--- src/inc/dha_pkg.sv ---
// Package: constants, types and register map of the distance and hours accumulator
`default_nettype none
package dha_pkg;

	// ========================================
	// Timing
	localparam int unsigned CLK_MHZ        = 250;
	localparam int unsigned TICK_MS        = 100;
	localparam int unsigned TICK_CYC_DEF   = TICK_MS * CLK_MHZ * 1000;
	localparam int unsigned HALF_SEC_MS    = 500;
	localparam int unsigned PERIOD_10S_MS  = 10000;
	localparam int unsigned SPEED_LOSS_MS  = 8000;
	localparam int unsigned TENTH_HOUR_MS  = 360000;
	localparam logic [7:0]  HALF_SEC_TICKS = 8'(HALF_SEC_MS / TICK_MS);
	localparam logic [7:0]  TEN_SEC_TICKS  = 8'(PERIOD_10S_MS / TICK_MS);
	localparam logic [7:0]  LOSS_TICKS     = 8'(SPEED_LOSS_MS / TICK_MS);
	localparam logic [11:0] TENTH_H_TICKS  = 12'(TENTH_HOUR_MS / TICK_MS);

	// ========================================
	// Limits, all distances in tenths of a unit
	localparam logic [26:0] ODO_MAX        = 27'h5F5E0FF;
	localparam logic [19:0] TRIP_MAX       = 20'hF423F;
	localparam logic [16:0] HOURS_MAX      = 17'h1869F;
	localparam logic [26:0] MATCH_TOL      = 27'h0000002;
	localparam logic [15:0] SPEED_THRESH   = 16'h0032;
	localparam logic [7:0]  COMMIT_FAST    = 8'hC8;
	localparam logic [19:0] SPEED_PER_TEN  = 20'h08CA0;
	localparam logic [9:0]  LOW_FUEL_PCT   = 10'h07D;
	localparam logic [4:0]  SVC_IDX_MAX    = 5'h11;
	localparam logic [4:0]  SVC_IDX_RST    = 5'h0C;
	localparam logic [4:0]  SVC_BASE       = 5'h03;
	localparam logic [26:0] SVC_STEP       = 27'h0002710;

	// ========================================
	// Register map (byte addresses)
	localparam logic [7:0] REG_CTRL    = 8'h00;
	localparam logic [7:0] REG_CMD     = 8'h04;
	localparam logic [7:0] REG_MAIN    = 8'h08;
	localparam logic [7:0] REG_CONTENT = 8'h0C;
	localparam logic [7:0] REG_ODO     = 8'h10;
	localparam logic [7:0] REG_TRIP1_D = 8'h14;
	localparam logic [7:0] REG_TRIP2_D = 8'h18;
	localparam logic [7:0] REG_TRIP1_T = 8'h1C;
	localparam logic [7:0] REG_TRIP2_T = 8'h20;
	localparam logic [7:0] REG_HOURS   = 8'h24;
	localparam logic [7:0] REG_SVC     = 8'h28;
	localparam logic [7:0] REG_STATUS  = 8'h2C;

	// Command bits
	localparam int CMD_TRIP0 = 0;
	localparam int CMD_SVC   = 2;
	localparam int CMD_NEXT  = 3;

	// ========================================
	// Enumerations
	typedef enum logic [1:0] {
		METH_DIRECT = 2'b00,
		METH_SPEED  = 2'b01,
		METH_MATCH  = 2'b10
	} dha_method_type;

	localparam logic [4:0] ITEM_ODO     = 5'h0F;
	localparam logic [4:0] ITEM_HOURS   = 5'h09;
	localparam logic [4:0] ITEM_LAST    = 5'h10;

	// ========================================
	// Carriers
	typedef struct packed {
		logic        psel;
		logic        penable;
		logic        pwrite;
		logic [7:0]  paddr;
		logic [31:0] pwdata;
	} dha_apb_req_type;

	typedef struct packed {
		logic [31:0] prdata;
		logic        pready;
		logic        pslverr;
	} dha_apb_rsp_type;

	typedef struct packed {
		logic [31:0] total_dist;
		logic        total_valid;
		logic [15:0] speed;
		logic        speed_valid;
		logic        dist_tick;
		logic [31:0] hours;
		logic        hours_valid;
	} dha_bus_rx_type;

endpackage

`default_nettype wire

--- src/rtl/dha_top.sv ---
// Distance, hours and screen selection logic of the instrument cluster
// Operation
// - User picks main screen, restored at ignition-on
// - Stepping always, content edits need park brake
// - Reconnect selects primary screen, keeps bottom item
// - Odometer saturates at 9999999.9
// - Odometer starts at zero, never resettable
// - Direct method shows bus total distance
// - Speed method loads stored value, integrates per 100ms
// - Last speed used eight seconds, then stop
// - Speed method display refresh every half second
// - Above 5 MPH commit every 20 miles
// - Below 5 MPH commit each tenth, ignition-off
// - Match mode compares within 0.2, counts ticks
// - Match mode commits each tenth and ignition-off
// - Two resettable trips, saturate at 99999.9
// - Trip distance is total minus reset snapshot
// - Trip values persist through ignition and battery
// - Fuel percent every 10s, low flag below 12.5
// - Request engine hours at ignition-on, every 10s
// - Keep last hours, zero if never received
// - Engine hours freeze at 99999
// - Eighteen service intervals 3000 to 20000, off
// - Service default 15000 enabled, remaining or overdue
//
// Chosen here: the APB register port and the address map.
`timescale 1ns/10ps
`default_nettype none

module dha_top
	import dha_pkg::*;
#(
	parameter int unsigned TICK_CYC = TICK_CYC_DEF
) (
	// Clock and reset
	input  wire logic             I_CLK,
	input  wire logic             I_RST_N,
	// Register bus
	input  wire dha_apb_req_type  I_APB,
	output dha_apb_rsp_type       O_APB,
	// Pins
	input  wire logic             I_IGNITION,
	input  wire logic             I_PARK_BRAKE,
	input  wire logic             I_BATT_RECONNECT,
	// Vehicle data bus receive and request
	input  wire dha_bus_rx_type   I_BUS,
	output logic                  O_HOURS_REQ,
	// Sensor data
	input  wire logic [9:0]       I_FUEL_PCT,
	// Display and storage
	output logic [26:0]           O_ODO_SHOWN,
	output logic [16:0]           O_HOURS_SHOWN,
	output logic [9:0]            O_FUEL_PCT,
	output logic                  O_LOW_FUEL,
	output logic [1:0]            O_SCREEN,
	output logic [4:0]            O_TOP_ITEM,
	output logic [4:0]            O_BOT_ITEM,
	output logic                  O_ODO_COMMIT,
	output logic [26:0]           O_ODO_STORED
);

	// ========================================
	// Pin synchronisers
	logic [2:0] pin_s1_q;
	logic [2:0] pin_s2_q;
	logic       ign_prev_q;
	logic       batt_prev_q;
	wire        ign     = pin_s2_q[0];
	wire        park    = pin_s2_q[1];
	wire        ign_on  = ign & ~ign_prev_q;
	wire        ign_off = ~ign & ign_prev_q;
	wire        reconn  = pin_s2_q[2] & ~batt_prev_q;

	always_ff @(posedge I_CLK) begin
		if (!I_RST_N) begin
			pin_s1_q    <= 3'h0;
			pin_s2_q    <= 3'h0;
			ign_prev_q  <= 1'b0;
			batt_prev_q <= 1'b0;
		end else begin
			pin_s1_q    <= {I_BATT_RECONNECT, I_PARK_BRAKE, I_IGNITION};
			pin_s2_q    <= pin_s1_q;
			ign_prev_q  <= ign;
			batt_prev_q <= pin_s2_q[2];
		end
	end

	// ========================================
	// 100 ms tick and derived periods
	logic [31:0] tick_cnt_q;
	logic [7:0]  half_cnt_q;
	logic [7:0]  ten_cnt_q;
	logic [11:0] hour_cnt_q;
	wire         tick     = (tick_cnt_q == 32'(TICK_CYC - 1));
	wire         half_sec = tick & (half_cnt_q == HALF_SEC_TICKS - 8'h01);
	wire         ten_sec  = tick & (ten_cnt_q == TEN_SEC_TICKS - 8'h01);
	wire         tenth_hr = tick & ign & (hour_cnt_q == TENTH_H_TICKS - 12'h001);

	always_ff @(posedge I_CLK) begin
		if (!I_RST_N) begin
			tick_cnt_q <= 32'h0;
			half_cnt_q <= 8'h00;
			ten_cnt_q  <= 8'h00;
			hour_cnt_q <= 12'h000;
		end else begin
			tick_cnt_q <= tick ? 32'h0 : tick_cnt_q + 32'h1;
			// Ten-second period restarts at ignition-on so requests stay spaced
			if (ign_on)
				ten_cnt_q <= 8'h00;
			else if (tick)
				ten_cnt_q <= ten_sec ? 8'h00 : ten_cnt_q + 8'h01;
			if (tick) begin
				half_cnt_q <= half_sec ? 8'h00 : half_cnt_q + 8'h01;
				if (ign)
					hour_cnt_q <= tenth_hr ? 12'h000 : hour_cnt_q + 12'h001;
			end
		end
	end

	// ========================================
	// Register bus slave
	logic        ready_q;
	logic        err_q;
	logic [31:0] rdata_q;
	logic [31:0] rdata;
	logic        map_hit;
	logic [1:0]  method_q;
	logic        metric_q;
	logic        svc_en_q;
	logic [4:0]  svc_idx_q;
	wire         acc    = I_APB.psel & I_APB.penable;
	wire         wr_en  = acc & ready_q & I_APB.pwrite & map_hit;
	wire         wr_ctl = wr_en & (I_APB.paddr == REG_CTRL);
	wire         wr_cmd = wr_en & (I_APB.paddr == REG_CMD);
	wire         wr_mn  = wr_en & (I_APB.paddr == REG_MAIN);
	wire         wr_cnt = wr_en & (I_APB.paddr == REG_CONTENT) & park;
	wire [31:0]  wd     = I_APB.pwdata;

	always_ff @(posedge I_CLK) begin
		if (!I_RST_N) begin
			ready_q <= 1'b0;
			err_q   <= 1'b0;
			rdata_q <= 32'h0;
		end else begin
			ready_q <= acc & ~ready_q;
			err_q   <= acc & ~ready_q & ~map_hit;
			if (acc & ~ready_q)
				rdata_q <= rdata;
		end
	end

	assign O_APB = '{prdata: rdata_q, pready: ready_q, pslverr: err_q};

	always_ff @(posedge I_CLK) begin
		if (!I_RST_N) begin
			method_q  <= METH_DIRECT;
			metric_q  <= 1'b0;
			svc_en_q  <= 1'b1;
			svc_idx_q <= SVC_IDX_RST;
		end else if (wr_ctl) begin
			method_q <= wd[1:0];
			metric_q <= wd[2];
			svc_en_q <= wd[3];
			if (wd[8:4] <= SVC_IDX_MAX)
				svc_idx_q <= wd[8:4];
		end
	end

	// ========================================
	// Screen selection
	logic [1:0] main_q;
	logic [1:0] scr_q;
	logic [9:0] content_q [4];
	wire        screen_next = wr_cmd & wd[CMD_NEXT];
	wire        content_ok  = wd[7:3] <= ITEM_LAST;

	always_ff @(posedge I_CLK) begin
		if (!I_RST_N) begin
			main_q <= 2'h0;
			scr_q  <= 2'h0;
			for (int s = 0; s < 4; s++)
				content_q[s] <= {ITEM_ODO, ITEM_HOURS};
		end else begin
			if (reconn) begin
				main_q <= 2'h0;
				scr_q  <= 2'h0;
			end else if (ign_on) begin
				scr_q <= main_q;
			end else begin
				if (wr_mn)
					main_q <= wd[1:0];
				if (screen_next)
					scr_q <= scr_q + 2'h1;
			end
			if (wr_cnt & content_ok) begin
				if (wd[2])
					content_q[wd[1:0]][4:0] <= wd[7:3];
				else if (wd[1:0] != 2'h0)
					content_q[wd[1:0]][9:5] <= wd[7:3];
			end
		end
	end

	assign O_SCREEN   = scr_q;
	assign O_TOP_ITEM = (scr_q == 2'h0) ? ITEM_ODO : content_q[scr_q][9:5];
	assign O_BOT_ITEM = content_q[scr_q][4:0];

	// ========================================
	// Odometer
	logic [26:0] odo_q;
	logic [26:0] nv_odo_q;
	logic [26:0] shown_q;
	logic [19:0] spd_acc_q;
	logic [15:0] speed_q;
	logic [7:0]  age_q;
	logic [7:0]  since_q;
	logic        match_q;
	logic        commit_q;
	logic [26:0] total_q;
	wire [26:0]  bus_total = (I_BUS.total_dist > 32'(ODO_MAX)) ? ODO_MAX : I_BUS.total_dist[26:0];
	// Match test uses the last broadcast total, never the idle bus value
	wire [26:0]  diff      = (nv_odo_q > total_q) ? nv_odo_q - total_q : total_q - nv_odo_q;
	wire         speed_ok  = age_q < LOSS_TICKS;
	wire [19:0]  acc_sum   = spd_acc_q + 20'(speed_q);
	wire         spd_inc   = ign & tick & speed_ok & (acc_sum >= SPEED_PER_TEN);
	wire         mtc_inc   = ign & match_q & I_BUS.dist_tick;
	wire         inc       = (method_q == METH_SPEED) ? spd_inc :
	                         (method_q == METH_MATCH) ? mtc_inc : 1'b0;
	wire         odo_inc   = inc & (odo_q != ODO_MAX);
	wire         fast      = speed_q > SPEED_THRESH;
	wire         commit_inc = (method_q == METH_MATCH) | ~fast | (since_q + 8'h01 >= COMMIT_FAST);
	wire         commit    = ign_off | (odo_inc & commit_inc);
	wire [26:0]  odo_d     = odo_inc ? odo_q + 27'h1 : odo_q;

	always_ff @(posedge I_CLK) begin
		if (!I_RST_N) begin
			odo_q     <= 27'h0;
			nv_odo_q  <= 27'h0;
			shown_q   <= 27'h0;
			spd_acc_q <= 20'h0;
			speed_q   <= 16'h0;
			age_q     <= 8'h00;
			since_q   <= 8'h00;
			match_q   <= 1'b0;
			commit_q  <= 1'b0;
			total_q   <= 27'h0;
		end else begin
			commit_q <= commit;
			if (I_BUS.total_valid)
				total_q <= bus_total;
			if (I_BUS.speed_valid) begin
				speed_q <= I_BUS.speed;
				age_q   <= 8'h00;
			end else if (tick & speed_ok) begin
				age_q <= age_q + 8'h01;
			end
			if (ign & tick & speed_ok & (method_q == METH_SPEED))
				spd_acc_q <= (acc_sum >= SPEED_PER_TEN) ? acc_sum - SPEED_PER_TEN : acc_sum;
			if (ign_on) begin
				odo_q   <= nv_odo_q;
				match_q <= diff <= MATCH_TOL;
			end else if (method_q == METH_DIRECT) begin
				if (I_BUS.total_valid)
					odo_q <= bus_total;
			end else begin
				odo_q <= odo_d;
			end
			if (commit) begin
				nv_odo_q <= (method_q == METH_DIRECT) ? odo_q : odo_d;
				since_q  <= 8'h00;
			end else if (odo_inc) begin
				since_q <= since_q + 8'h01;
			end
			if (method_q != METH_SPEED | half_sec)
				shown_q <= odo_q;
		end
	end

	assign O_ODO_SHOWN  = shown_q;
	assign O_ODO_COMMIT = commit_q;
	assign O_ODO_STORED = nv_odo_q;

	// ========================================
	// Trip counters
	logic [26:0] trip_snap_q [2];
	logic [19:0] trip_time_q [2];
	logic [19:0] trip_dist   [2];

	generate
		for (genvar t = 0; t < 2; t++) begin : g_trip
			wire        rst_trip = wr_cmd & wd[CMD_TRIP0 + t];
			wire [26:0] span     = odo_q - trip_snap_q[t];
			assign trip_dist[t] = (span > 27'(TRIP_MAX)) ? TRIP_MAX : span[19:0];
			always_ff @(posedge I_CLK) begin
				if (!I_RST_N) begin
					trip_snap_q[t] <= 27'h0;
					trip_time_q[t] <= 20'h0;
				end else if (rst_trip) begin
					trip_snap_q[t] <= odo_q;
					trip_time_q[t] <= 20'h0;
				end else if (tenth_hr & (trip_time_q[t] != TRIP_MAX)) begin
					trip_time_q[t] <= trip_time_q[t] + 20'h1;
				end
			end
		end
	endgenerate

	// ========================================
	// Engine hours and fuel
	logic [16:0] hours_q;
	logic        hreq_q;
	logic [9:0]  fuel_q;
	wire  [16:0] hours_in = (I_BUS.hours > 32'(HOURS_MAX)) ? HOURS_MAX : I_BUS.hours[16:0];

	always_ff @(posedge I_CLK) begin
		if (!I_RST_N) begin
			hours_q <= 17'h0;
			hreq_q  <= 1'b0;
			fuel_q  <= 10'h3E8;
		end else begin
			hreq_q <= ign_on | (ign & ten_sec);
			if (ign & I_BUS.hours_valid & (hours_q != HOURS_MAX))
				hours_q <= hours_in;
			if (ign & ten_sec)
				fuel_q <= I_FUEL_PCT;
		end
	end

	assign O_HOURS_REQ   = hreq_q;
	assign O_HOURS_SHOWN = hours_q;
	assign O_FUEL_PCT    = fuel_q;
	assign O_LOW_FUEL    = fuel_q < LOW_FUEL_PCT;

	// ========================================
	// Service reminder
	logic [26:0] svc_snap_q;
	wire  [26:0] svc_int  = 27'(svc_idx_q + SVC_BASE) * SVC_STEP;
	wire  [26:0] svc_used = odo_q - svc_snap_q;
	wire         overdue  = svc_en_q & (svc_used > svc_int);
	wire  [26:0] svc_left = overdue ? svc_used - svc_int : svc_int - svc_used;

	always_ff @(posedge I_CLK) begin
		if (!I_RST_N)
			svc_snap_q <= 27'h0;
		else if (wr_cmd & wd[CMD_SVC])
			svc_snap_q <= odo_q;
	end

	// ========================================
	// Read decode
	always_comb begin
		map_hit = 1'b1;
		case (I_APB.paddr)
			REG_CTRL:    rdata = {23'h0, svc_idx_q, svc_en_q, metric_q, method_q};
			REG_CMD:     rdata = 32'h0;
			REG_MAIN:    rdata = {30'h0, main_q};
			REG_CONTENT: rdata = {22'h0, content_q[scr_q]};
			REG_ODO:     rdata = {5'h0, shown_q};
			REG_TRIP1_D: rdata = {12'h0, trip_dist[0]};
			REG_TRIP2_D: rdata = {12'h0, trip_dist[1]};
			REG_TRIP1_T: rdata = {12'h0, trip_time_q[0]};
			REG_TRIP2_T: rdata = {12'h0, trip_time_q[1]};
			REG_HOURS:   rdata = {15'h0, hours_q};
			REG_SVC:     rdata = {5'h0, svc_en_q ? svc_left : 27'h0};
			REG_STATUS:  rdata = {14'h0, fuel_q, scr_q, ~speed_ok, match_q, overdue, O_LOW_FUEL, park, ign};
			default: begin
				rdata   = 32'h0;
				map_hit = 1'b0;
			end
		endcase
	end

endmodule

`default_nettype wire

--- config.mk ---
export PLATFORM = sky130hd
export DESIGN_NAME = dha_top
export DESIGN_NICKNAME = d
export VERILOG_FILES = /design/src/inc/dha_pkg.sv /design/src/rtl/dha_top.sv
export SDC_FILE = /design/constraint.sdc
export NUM_CORES = 2
export LEC_CHECK = 0
export ABC_AREA = 1
export ABC_CLOCK_PERIOD_IN_PS = 13300
export CAP_MARGIN = 30
export CORE_MARGIN = 3
export CORE_UTILIZATION = 45
export DETAILED_ROUTE_END_ITERATION = 10
export DONT_BUFFER_PORTS = 1
export GPL_ROUTABILITY_DRIVEN = 0
export SYNTH_ARGS = -nofsm -noshare
export SYNTH_HDL_FRONTEND = slang
export SYNTH_SLANG_ARGS = --single-unit
--- constraint.sdc ---
create_clock -name I_CLK -period 13.3 [get_ports I_CLK]
set_clock_uncertainty 0.1 [all_clocks]
set_input_delay 0.665 -clock I_CLK [delete_from_list [all_inputs] [get_ports I_CLK]]
set_output_delay 0.665 -clock I_CLK [all_outputs]
set_load 0.01 [all_outputs]
Word level (Yosys, flattened, before mapping)
Memory sizes are Yosys's and may differ from the RTL's. A register that Yosys moved wholly into a read port is not among the register bits.
Cells that the tools add are included.
{"block": "classes", "eq_ne": 23, "n_lt_le_gt_ge": 14, "muxes": 58, "mul": 1, "n_reduce_logical": 15, "n_bitwise": 57, "n_addsub": 20}
{"operator": "27-bit 2-to-1 mux", "count": 11}
{"operator": "27-bit case mux with 11 select lines", "count": 1}
{"operator": "20-bit 2-to-1 mux", "count": 7}
{"operator": "27-bit subtractor", "count": 5}
{"operator": "27-bit by 20-bit > comparator with 1-bit output (second input constant)", "count": 2}
{"operator": "20-bit by 1-bit adder with 20-bit output (second input constant)", "count": 2}
{"operator": "20-bit != test (second input constant)", "count": 2}
{"operator": "1-bit AND", "count": 37}
{"operator": "32-bit by 1-bit adder with 32-bit output (second input constant)", "count": 1}
{"operator": "8-bit by 1-bit adder with 8-bit output (second input constant)", "count": 4}
{"operator": "32-bit by 25-bit equality test with 1-bit output (second input constant)", "count": 1}
{"operator": "8-bit by 5-bit equality test with 1-bit output (second input constant)", "count": 4}
{"operator": "8-bit by 6-bit equality test with 1-bit output (second input constant)", "count": 4}
{"operator": "32-bit by 17-bit > comparator with 1-bit output (second input constant)", "count": 1}
{"operator": "32-bit by 27-bit > comparator with 1-bit output (second input constant)", "count": 1}
{"operator": "27-bit by 1-bit adder with 27-bit output (second input constant)", "count": 1}
{"operator": "27-bit by 20-bit > comparator with 1-bit output", "count": 1}
{"operator": "27-bit > comparator", "count": 1}
{"operator": "27-bit by 2-bit less-or-equal comparator with 1-bit output (second input constant)", "count": 1}
{"operator": "1-bit 2-to-1 mux", "count": 27}
{"operator": "27-bit != test (second input constant)", "count": 1}
{"operator": "20-bit by 27-bit subtractor with 27-bit output", "count": 1}
{"operator": "27-bit by 20-bit subtractor with 27-bit output", "count": 1}
{"operator": "20-bit by 16-bit adder with 20-bit output", "count": 1}
{"operator": "35 further kinds", "count": 70}
{"block": "totals", "input_bits": 142, "mem_bits_rw": 134, "mem_count": 3, "register_bits": 332, "output_inout_bits": 130, "elab_cells": 222}
{"memory": "trip_snap_q", "words": 2, "width": 27, "rd": 2, "rd_clocked_by_memory_dff": 0, "wr": 2, "line_no": "dha_top.sv:285", "rtl": "logic [26:0] trip_snap_q [2];"}
{"memory": "content_q", "words": 4, "width": 10, "rd": 1, "rd_clocked_by_memory_dff": 1, "wr": 4, "line_no": "dha_top.sv:173", "rtl": "logic [9:0] content_q [4];"}
{"memory": "trip_time_q", "words": 2, "width": 20, "rd": 2, "rd_clocked_by_memory_dff": 0, "wr": 2, "line_no": "dha_top.sv:286", "rtl": "logic [19:0] trip_time_q [2];"}

Longest topological paths before layout
Gate-level depths: netlist of run 1.
{"block": "depth", "ltp_word": 12, "depth_mapped": 39, "depth_no_buf": 38}

Worst setup path before layout of run 1
Ideal clock, no wire load.
{"block": "synth_timing", "path_kind": "register -> register", "start": "register svc_idx_q[0]", "end": "register rdata_q[17]", "setup_ns": 0.132, "setup_slack_ns": 7.344, "t_required_ns": 13.068, "n_path_buf": 2, "period_less_slack_ns": 5.956, "arrival_time_ns": 5.724, "stages_incl_launch_ff": 39, "path_cell_list": "dfxtp_1 -> inv_1 -> ha_1 -> inv_1 -> nand3_1 -> xor2_1 -> inv_1 -> fa_1 -> inv_1 -> fa_1 -> inv_1 -> ha_1 -> ha_1 -> nand2_1 -> o21ai_0 -> a21oi_1 -> o21bai_1 -> a21oi_1 -> [... 3 more ...] -> ha_1 -> nand2_1 -> inv_1 -> nand2_1 -> inv_2 -> nand3_1 -> nor3_1 -> nand3_1 -> nor2_1 -> nand2_1 -> nand3_2 -> buf_4 -> buf_6 -> nand2_1 -> nand3_1 -> nand4_1 -> nand2_1 -> a21oi_1"}
{"block": "synth_via", "elab_chain_len": 7, "elab_cells_between_ends": 9, "cone_classes": "add/sub: 3; mul: 1; order compare: 1; mux: 3; bitwise: 1"}
{"item": "start, declared", "line_no": "dha_top.sv:130", "rtl": "logic [4:0] svc_idx_q;"}
{"item": "start signal, assigned", "line_no": "dha_top.sv:165", "rtl": "svc_idx_q <= wd[8:4];"}
{"item": "5-bit by 2-bit adder with 6-bit output *", "line_no": "dha_top.sv:337", "rtl": "wire [26:0] svc_int = 27'(svc_idx_q + SVC_BASE) * SVC_STEP;"}
{"item": "6-bit by 10-bit multiplier with 16-bit output *", "line_no": "dha_top.sv:337"}
{"item": "27-bit by 20-bit > comparator with 1-bit output", "line_no": "dha_top.sv:339", "rtl": "wire overdue = svc_en_q & (svc_used > svc_int);"}
{"item": "1-bit AND", "line_no": "dha_top.sv:339"}
{"item": "27-bit 2-to-1 mux *", "line_no": "dha_top.sv:340", "rtl": "wire [26:0] svc_left = overdue ? svc_used - svc_int : svc_int - svc_used;"}
{"item": "27-bit 2-to-1 mux *", "line_no": "dha_top.sv:364", "rtl": "REG_SVC: rdata = {5'h0, svc_en_q ? svc_left : 27'h0};"}
{"item": "27-bit case mux with 11 select lines *", "line_no": "dha_top.sv:353", "rtl": "case (I_APB.paddr)"}
{"item": "end signal, assigned", "line_no": "dha_top.sv:148", "rtl": "rdata_q <= rdata;"}
{"item": "end, declared", "line_no": "dha_top.sv:124", "rtl": "logic [31:0] rdata_q;"}
Mark *: on every way between the ends. The rest lies on a longest branch, timed or not.
A chain may end at the register's enable or synchronous reset.

Worst setup path after layout of run 1
{"block": "layout_timing", "start": "register svc_idx_q[0]", "end": "register rdata_q[24]"}
Same word-level chain as after synthesis.

==> summary.md, run 1 <==
| Metric | Value |
|---|---|
| Clock Path Buffers | `3` |
| Initial Util | `0.454` |
| Global route total overflow | `0` |
| Initial drt markers | `3,219` |
| CP required | `13.76 ns` |
| Synth Area in Adders | `0.0857` |
| Share of the synthesized area in the top cell type | `0.191` |
| Period Utilization, post-route | `0.580` |
| Largest cells by area after synthesis | `dfxtp_1 19%, nand2_1 14%, edfxtp_1 12%, inv_1 8.5%, ha_1 7.8%` |
| HPWL after detailed placement | `95.7 mm` |
| Worst Setup End Kind | `register` |
| Hold WS | `0.0377 ns` |
| CP Max Fanout | `30` |
| Asr flop ratio synth | `0` |
| Clock-pin transition on the worst setup and hold timing paths | `0.06 ns` |
| First-pass GRT wire length | `184 mm` |
| Post-layout min period | `7.72 ns` |
| Num rows | `101` |
| Routed len/inst | `19.3 um` |
| I/O pin cnt | `272` |
| TritonCTS clock tree | `done` |
| Largest stage delay, worst path | `0.53 ns` |
| Fin. Hold Viols | `0` |
| Core Area | `76,100 um2` |
| Main synth FF type | `dfxtp_1` |
| Fill cell count | `7,972` |
| Final setup fails | `0` |
| Crit path DAT | `8.18 ns` |
| Netlist Area Pre-Place | `34,600 um2` |
| Worst path depth | `37` |
| Worst Path Buf+Inv | `10` |
| Hold path start | `I_BUS[40]` |
| Share of layout cells above drive strength 1 | `0.0393` |
| Via count | `34,501` |
| Ys Warns | `0` |
| CTS root buffer | `clkbuf_16` |
| Area leader, netlist | `dfxtp_1` |
| Worst slew pin tran | `1.07 ns` |
| Die Y | `283 um` |
| Area Overhead vs Synth | `8.83%` |
| Max IR drop VDD | `0.108 mV` |
| Final setup TNS | `0 ns` |
| Syn avg cell area | `6.63 um2` |
| Post-DR vias/cell | `5.52` |
| Total Power | `4.19 mW` |
| Number of routed nets with antenna violations | `0` |
| Largest net degree at the start of global routing | `170` |
| Die Wd | `283 um` |
| Slew HR | `0.268` |
| EDFF count, synth | `134` |
| Crit path kind | `register to register` |
| Pleak | `16.7 nW` |
| Hold EP | `speed_q[5]` |
| Family with the most delay on the worst path | `adder cells` |
| Worst R2R Setup Slack | `5.58 ns` |
| Min-delay worst type | `primary input to register` |
| # clock sinks | `463` |
| Drt pass-1 iters | `6` |
| Mux cell area share after synthesis | `0` |
| Pins Over Slew Limit | `0` |
| Initial antenna violation count | `7` |
| # DRC | `0` |
| Most used cell, CP | `inv_1` |
| TritonCTS buffer count | `55` |
| Max-Cap Viols | `0` |
| Main combinational cell family by area after synthesis | `simple AND/OR/NAND/NOR gates` |
| Routed wire length | `120 mm` |
| Sequential fraction of the synthesis area | `0.307` |
| Worst-skew pair later-pin latency | `0.67 ns` |
| FF+latch count, synth | `463` |
| Hold Crit Depth | `2` |
| Power density over the cells | `111 nW/um2` |
| Startpoint Class | `register` |
| Xor/xnor cell area share of the yosys netlist | `0.0389` |
| I/O Buffers | `0` |
| Cells on worst reg2reg path | `37` |
| Fmax | `0.130 GHz` |
| Vias in the first global route | `31,937` |
| Overall die area | `80,200 um2` |
| Complex-gate fraction of the synthesized area | `0.163` |
| Post-cts sizing count | `0` |
| Nets@finish | `5,545` |
| Yosys cell types | `67` |
| Synth Instances | `5,218` |
| R2r startpoint | `svc_idx_q[0]` |
| Critical-path top delay cell | `fa_1` |
| Simple-Gate Fraction of Synth Area | `0.299` |
| RR Endpoint | `rdata_q[24]` |
| RSZ-0062 raised after global routing | `false` |
| Status | `complete, no violations` |
| H-tree level count | `2` |
| All-layer global routing usage | `0.288` |
## state kept, by name, summed over array words and instances (netlist names), 10 cells and up, named ones only
register / count
tick_cnt_q: 32
trip_snap_q: 54
total_q: 27
O_ODO_STORED: 27
odo_q: 27
spd_acc_q: 20
O_HOURS_SHOWN: 17
svc_snap_q: 27
speed_q: 16
content_q: 40
hour_cnt_q: 12
trip_time_q: 40
O_ODO_SHOWN: 27
rdata_q: 27
O_FUEL_PCT: 10
## per-layer routing
layer	part of all wire	wire, um	up-vias	GRT usage
li1	-	-	17109	-
met1	0.44	52500	15899	0.384
met2	0.43	52400	1255	0.453
met3	0.086	10400	232	0.0693
met4	0.042	5090	6	0.109
met5	0.00029	35	-	0
## cell type report
class                           count  area (um2)  share of cell area
Clock inverter                     26         412              0.0109
Sequential cell                   463       10600               0.282
Clock buffer                       77        1600              0.0426
Multi-Input combinational cell   3817       20400               0.541
Inverter                          793        2980              0.0791
Antenna cell                        3        7.51            0.000200
Tap cell                         1030        1290              0.0343
Timing Repair Buffer               44         373             0.00991
## how the worst max path moves through the flow
stage | startpoint | endpoint | slack [ns]
after global routing | svc_idx_q[0] | rdata_q[9] | 4.96
final | svc_idx_q[0] | rdata_q[24] | 5.58
after global placement | svc_idx_q[0] | rdata_q[9] | 5.78
after detailed placement | svc_idx_q[0] | rdata_q[9] | 5.65
after floorplan | svc_idx_q[0] | rdata_q[17] | 7.34
after CTS | svc_idx_q[0] | rdata_q[14] | 5.62
## synthesized netlist by cell type, types with 16 or more instances
library cell,count
a21oi_1,458
nand2_1,1245
nand3b_1,30
clkbuf_1,108
xnor2_1,42
o21ai_1,20
nand4_1,102
a21o_1,20
inv_1,780
o22ai_1,19
buf_2,19
o21ai_0,355
ha_1,216
o21bai_1,18
dfxtp_1,329
nor4_1,47
a31oi_1,16
or2_2,19
o211ai_1,24
nor3b_1,21
xor2_1,108
nor3_1,126
a211oi_1,21
nor2_1,488
nand3_1,279
edfxtp_1,134
## report_power, final
part | internal [mW] | switching, mW
combinational | 0.304 | 0.661
sequential | 1.49 | 0.0583
clock | 1.00 | 0.669
total | 2.80 | 1.39
## cells in the final DEF (no fill, tap or decap), types with 8 or more instances in the layout
cell / count
nand2_1: 1244
inv_1: 779
nor2_1: 485
a21oi_1: 458
o21ai_0: 354
dfxtp_1: 329
nand3_1: 278
ha_1: 216
edfxtp_1: 134
nor3_1: 125
xor2_1: 108
nand4_1: 102
clkbuf_16: 57
nor4_1: 47
xnor2_1: 42
buf_4: 36
nand3b_1: 30
o211ai_1: 24
a211oi_1: 21
nor3b_1: 21
o21ai_1: 20
a21o_1: 20
or2_2: 19
o22ai_1: 19
o21bai_1: 18
a31oi_1: 15
fa_1: 13
nand2_2: 12
o21a_1: 11
inv_2: 10
a221oi_1: 10
conb_1: 10
clkbuf_8: 10
clkbuf_1: 10
nor2_2: 9
a22oi_1: 9
clkinv_1: 8
nor3_2: 8
o2111ai_1: 8
bufinv_16: 8
## timing repair
action / in CTS / in global routing
setup buffers: 0 / 0
endpoints found under the hold margin: 14 / 0
hold buffers: 6 / 0
## through the flow
| step | util | instances | worst slack [ns] | instance area, um2 |
|---|---|---|---|---|
| final | 0.495 | 6253 | 5.58 | 37600 |
| after detailed placement | 0.467 | 6141 | 5.65 | 35500 |
| after CTS | 0.494 | 6250 | 5.62 | 37600 |
| after global routing | 0.495 | 6252 | 4.96 | 37600 |
| after global placement | 0.467 | 6139 | 5.78 | 35500 |
| after floorplan | - | 5226 | 7.34 | 34600 |
## logic make-up after synthesis
| family | count (synthesis) |
|---|---|
| AND/OR/NAND/NOR | 2402 |
| AO/OA/AOI/OAI | 1024 |
| buffers and inverters | 946 |
| flip-flops | 463 |
| adder cells (fa/ha/maj) | 229 |
| XOR/XNOR | 152 |
| other | 2 |
Note: power is estimated with default switching activity, not from simulation.
==> inputs of run 2 (changes only) <==
--- a/config.mk
+++ b/config.mk
@@ -6,7 +6,7 @@
 export NUM_CORES = 2
 export LEC_CHECK = 0
 export ABC_AREA = 1
-export ABC_CLOCK_PERIOD_IN_PS = 13300
+export ABC_CLOCK_PERIOD_IN_PS = 7020
 export CAP_MARGIN = 30
 export CORE_MARGIN = 3
 export CORE_UTILIZATION = 45
==> constraint.sdc (replaced) <==
create_clock -name I_CLK -period 7.02 [get_ports I_CLK]
set_clock_uncertainty 0.1 [all_clocks]
set_input_delay 0.351 -clock I_CLK [delete_from_list [all_inputs] [get_ports I_CLK]]
set_output_delay 0.351 -clock I_CLK [all_outputs]
set_load 0.01 [all_outputs]
==> run 2 against run 1 <==
Compared with the run above:
- first-iteration DRC count up 3.0%
- power is 90% higher
- sequential share of layout area is 0.77 points lower
- critical path depth increased by 2
- count of clock-buffer cells in the layout shrank 13
- worst hold slack improved by 0.0079 ns
- critical endpoint is now rdata_q[25]
==> summary.md, run 2 (synthesis results as in run 1) <==
| Metric | Value |
|---|---|
| Status | `complete, no violations` |
| H-tree level count | `2 (unchanged)` |
| Crit path kind | `register to register` |
| Area Overhead vs Synth | `11.9%` |
| Period Utilization, post-route | `0.916 (+0.336)` |
| Clock-pin transition on the worst setup and hold timing paths | `0.06 ns (about the same)` |
| # clock sinks | `463 (unchanged)` |
| HPWL after detailed placement | `98.5 mm (+2.9%)` |
| Int Pwr | `5.26 mW (+88%)` |
| Routed len/inst | `19.8 um (+2.7%)` |
| Largest regs | `trip_snap_q x54, content_q x40, trip_time_q x40` |
| Design area | `38,700 um2 (+2.8%)` |
| Dpl cell area | `35,600 um2 (+0.22%)` |
| Sw frac | `0.338 (+0.00633)` |
| Final setup TNS | `0 ns (unchanged)` |
| CP required | `7.37 ns (-6.39 ns)` |
| Non-filler instance count after layout | `6,362 (+1.7%)` |
| All-layer global routing usage | `0.302 (+0.0141)` |
| Initial Util | `0.454 (unchanged)` |
| Post-DR vias/cell | `5.57 (+0.93%)` |
| Max-Cap Viols | `0 (unchanged)` |
| Placed cells | `6,153 (+0.20%)` |
| Share of layout cells above drive strength 1 | `0.0431 (+0.00386)` |
| TritonCTS clock tree | `done` |
| Crit path DAT | `6.78 ns (-1.40 ns)` |
| Global route total overflow | `0 (unchanged)` |
| Slew HR | `0.276 (+0.00856)` |
| Worst slew pin tran | `1.06 ns (-0.0125 ns)` |
| CTS root buffer | `clkbuf_16` |
| Post-layout min period | `6.43 ns (-1.29 ns)` |
| Top reg by flops | `trip_snap_q` |
| Commonest non-fill, non-tap cells in the layout | `1,243 x nand2_1, 778 x inv_1, 485 x nor2_1` |
| Core Area | `76,100 um2 (unchanged)` |
| Largest net degree at the start of global routing | `157 (-7.6%)` |
| Overall die area | `80,200 um2 (unchanged)` |
| # DRC | `0 (unchanged)` |
| I/O Buffers | `0 (unchanged)` |
| Nets@finish | `5,657 (+2.0%)` |
| Die Wd | `283 um (unchanged)` |
| Largest stage delay, worst path | `0.51 ns (-0.02 ns)` |
| TritonCTS buffer count | `54 (-1.8%)` |
| Clock Path Buffers | `3 (unchanged)` |
| P_sw | `2.68 mW (+93%)` |
| Comb power frac | `0.244 (+0.014)` |
| Num rows | `101 (unchanged)` |
| Final setup fails | `0 (unchanged)` |
| Pleak | `17.1 nW (+2.8%)` |
| Number of routed nets with antenna violations | `0 (unchanged)` |
| I/O pin cnt | `272 (unchanged)` |
| CP Max Fanout | `23 (-23%)` |
| First-pass GRT wire length | `192 mm (+4.8%)` |
| Most used cell, CP | `inv_1` |
| Startpoint Class | `register` |
| Initial antenna violation count | `2 (-5)` |
| Critical-path top delay cell | `fa_1` |
| Die Y | `283 um (unchanged)` |
| Pins Over Slew Limit | `0 (unchanged)` |
| Hold WS | `0.0456 ns (+0.00785 ns)` |
| Vias in the first global route | `33,121 (+3.7%)` |
| Max IR drop VDD | `0.200 mV (+86%)` |
| Most common cell after layout, fill and taps aside | `nand2_1` |
| Worst Setup End Kind | `register` |
| Total Power | `7.94 mW (+90%)` |
| Worst Path Buf+Inv | `10 (unchanged)` |
| Drt pass-1 iters | `9 (+3)` |
| Clock power frac | `0.386 (-0.013)` |
| Fmax | `0.155 GHz (+20%)` |
| Initial drt markers | `3,315 (+3.0%)` |
| Largest register FFs | `54 (unchanged)` |
| Fin. Hold Viols | `0 (unchanged)` |
| Family with the most delay on the worst path | `adder cells` |
| Power density over the cells | `205 nW/um2 (+84%)` |
| Seq pwr share | `0.370 (about the same)` |
| Via count | `35,428 (+2.7%)` |
| Worst-skew pair later-pin latency | `0.65 ns (-0.02 ns)` |
| ANT cells | `0 (-3)` |
| Routed wire length | `126 mm (+4.5%)` |
| Min-delay worst type | `primary input to register` |
run 2: cell type report:
cell class | instances | area (um2)
Clock buffer | 64 | 1440
Clock inverter | 38 | 497
Fill cell | 7869 | 37400
Inverter | 793 | 2990
Multi-Input combinational cell | 3817 | 20400
Sequential cell | 463 | 10600
Tap cell | 1030 | 1290
Timing Repair Buffer | 157 | 1480
run 2: worst paths after layout:
kind	startpoint	end	slack [ns]	depth (start not counted)
worst max register to register	svc_idx_q[0]	rdata_q[25]	0.59	39
worst max-delay path	svc_idx_q[0]	rdata_q[25]	0.59	39
worst min register to register	pin_s1_q[2]	pin_s2_q[2]	0.32	2
worst min-delay path	I_RST_N	pin_s2_q[2]	0.05	3
run 2: timing repair:
item | 4_1_cts | 5_1_grt
endpoints found under the hold margin | 244 | 0
setup buffers | 0 | 4
hold buffers | 101 | 0
gates resized for setup | 0 | 13
endpoints found under the setup margin | 0 | 26
run 2: power by group through the flow:
stage               Combinational [mW]  Clock, mW  Sequential (mW)
finish                            1.94       3.06             2.93
global route                      2.15       3.22             2.94
CTS                               1.89       3.11             2.93
detailed placement                1.81          0             2.99
global placement                  1.82          0             2.99
floorplan                         1.32          0             2.94
run 2: tightest hold or removal path, delay by kind of cell:
kind,cells,cell delay [ns]
buffers and inverters,2,0.24
and+or+nand+nor,1,0.13
run 2: through the flow:
step | setup WS, ns | utilization
5_1_grt | -0.0297 | 0.508
3_3_place_gp | 0.279 | 0.468
2_1_floorplan | 1.06 | -
4_1_cts | 0.157 | 0.507
6_report | 0.589 | 0.508
3_5_place_dp | 0.177 | 0.468
run 2: per-layer routing:
layer | vias up | part of all wire | track usage
met5 | - | 0.00019 | 0
met4 | 4 | 0.041 | 0.115
met3 | 251 | 0.089 | 0.0618
met2 | 1475 | 0.44 | 0.476
met1 | 16361 | 0.43 | 0.409
li1 | 17337 | - | -
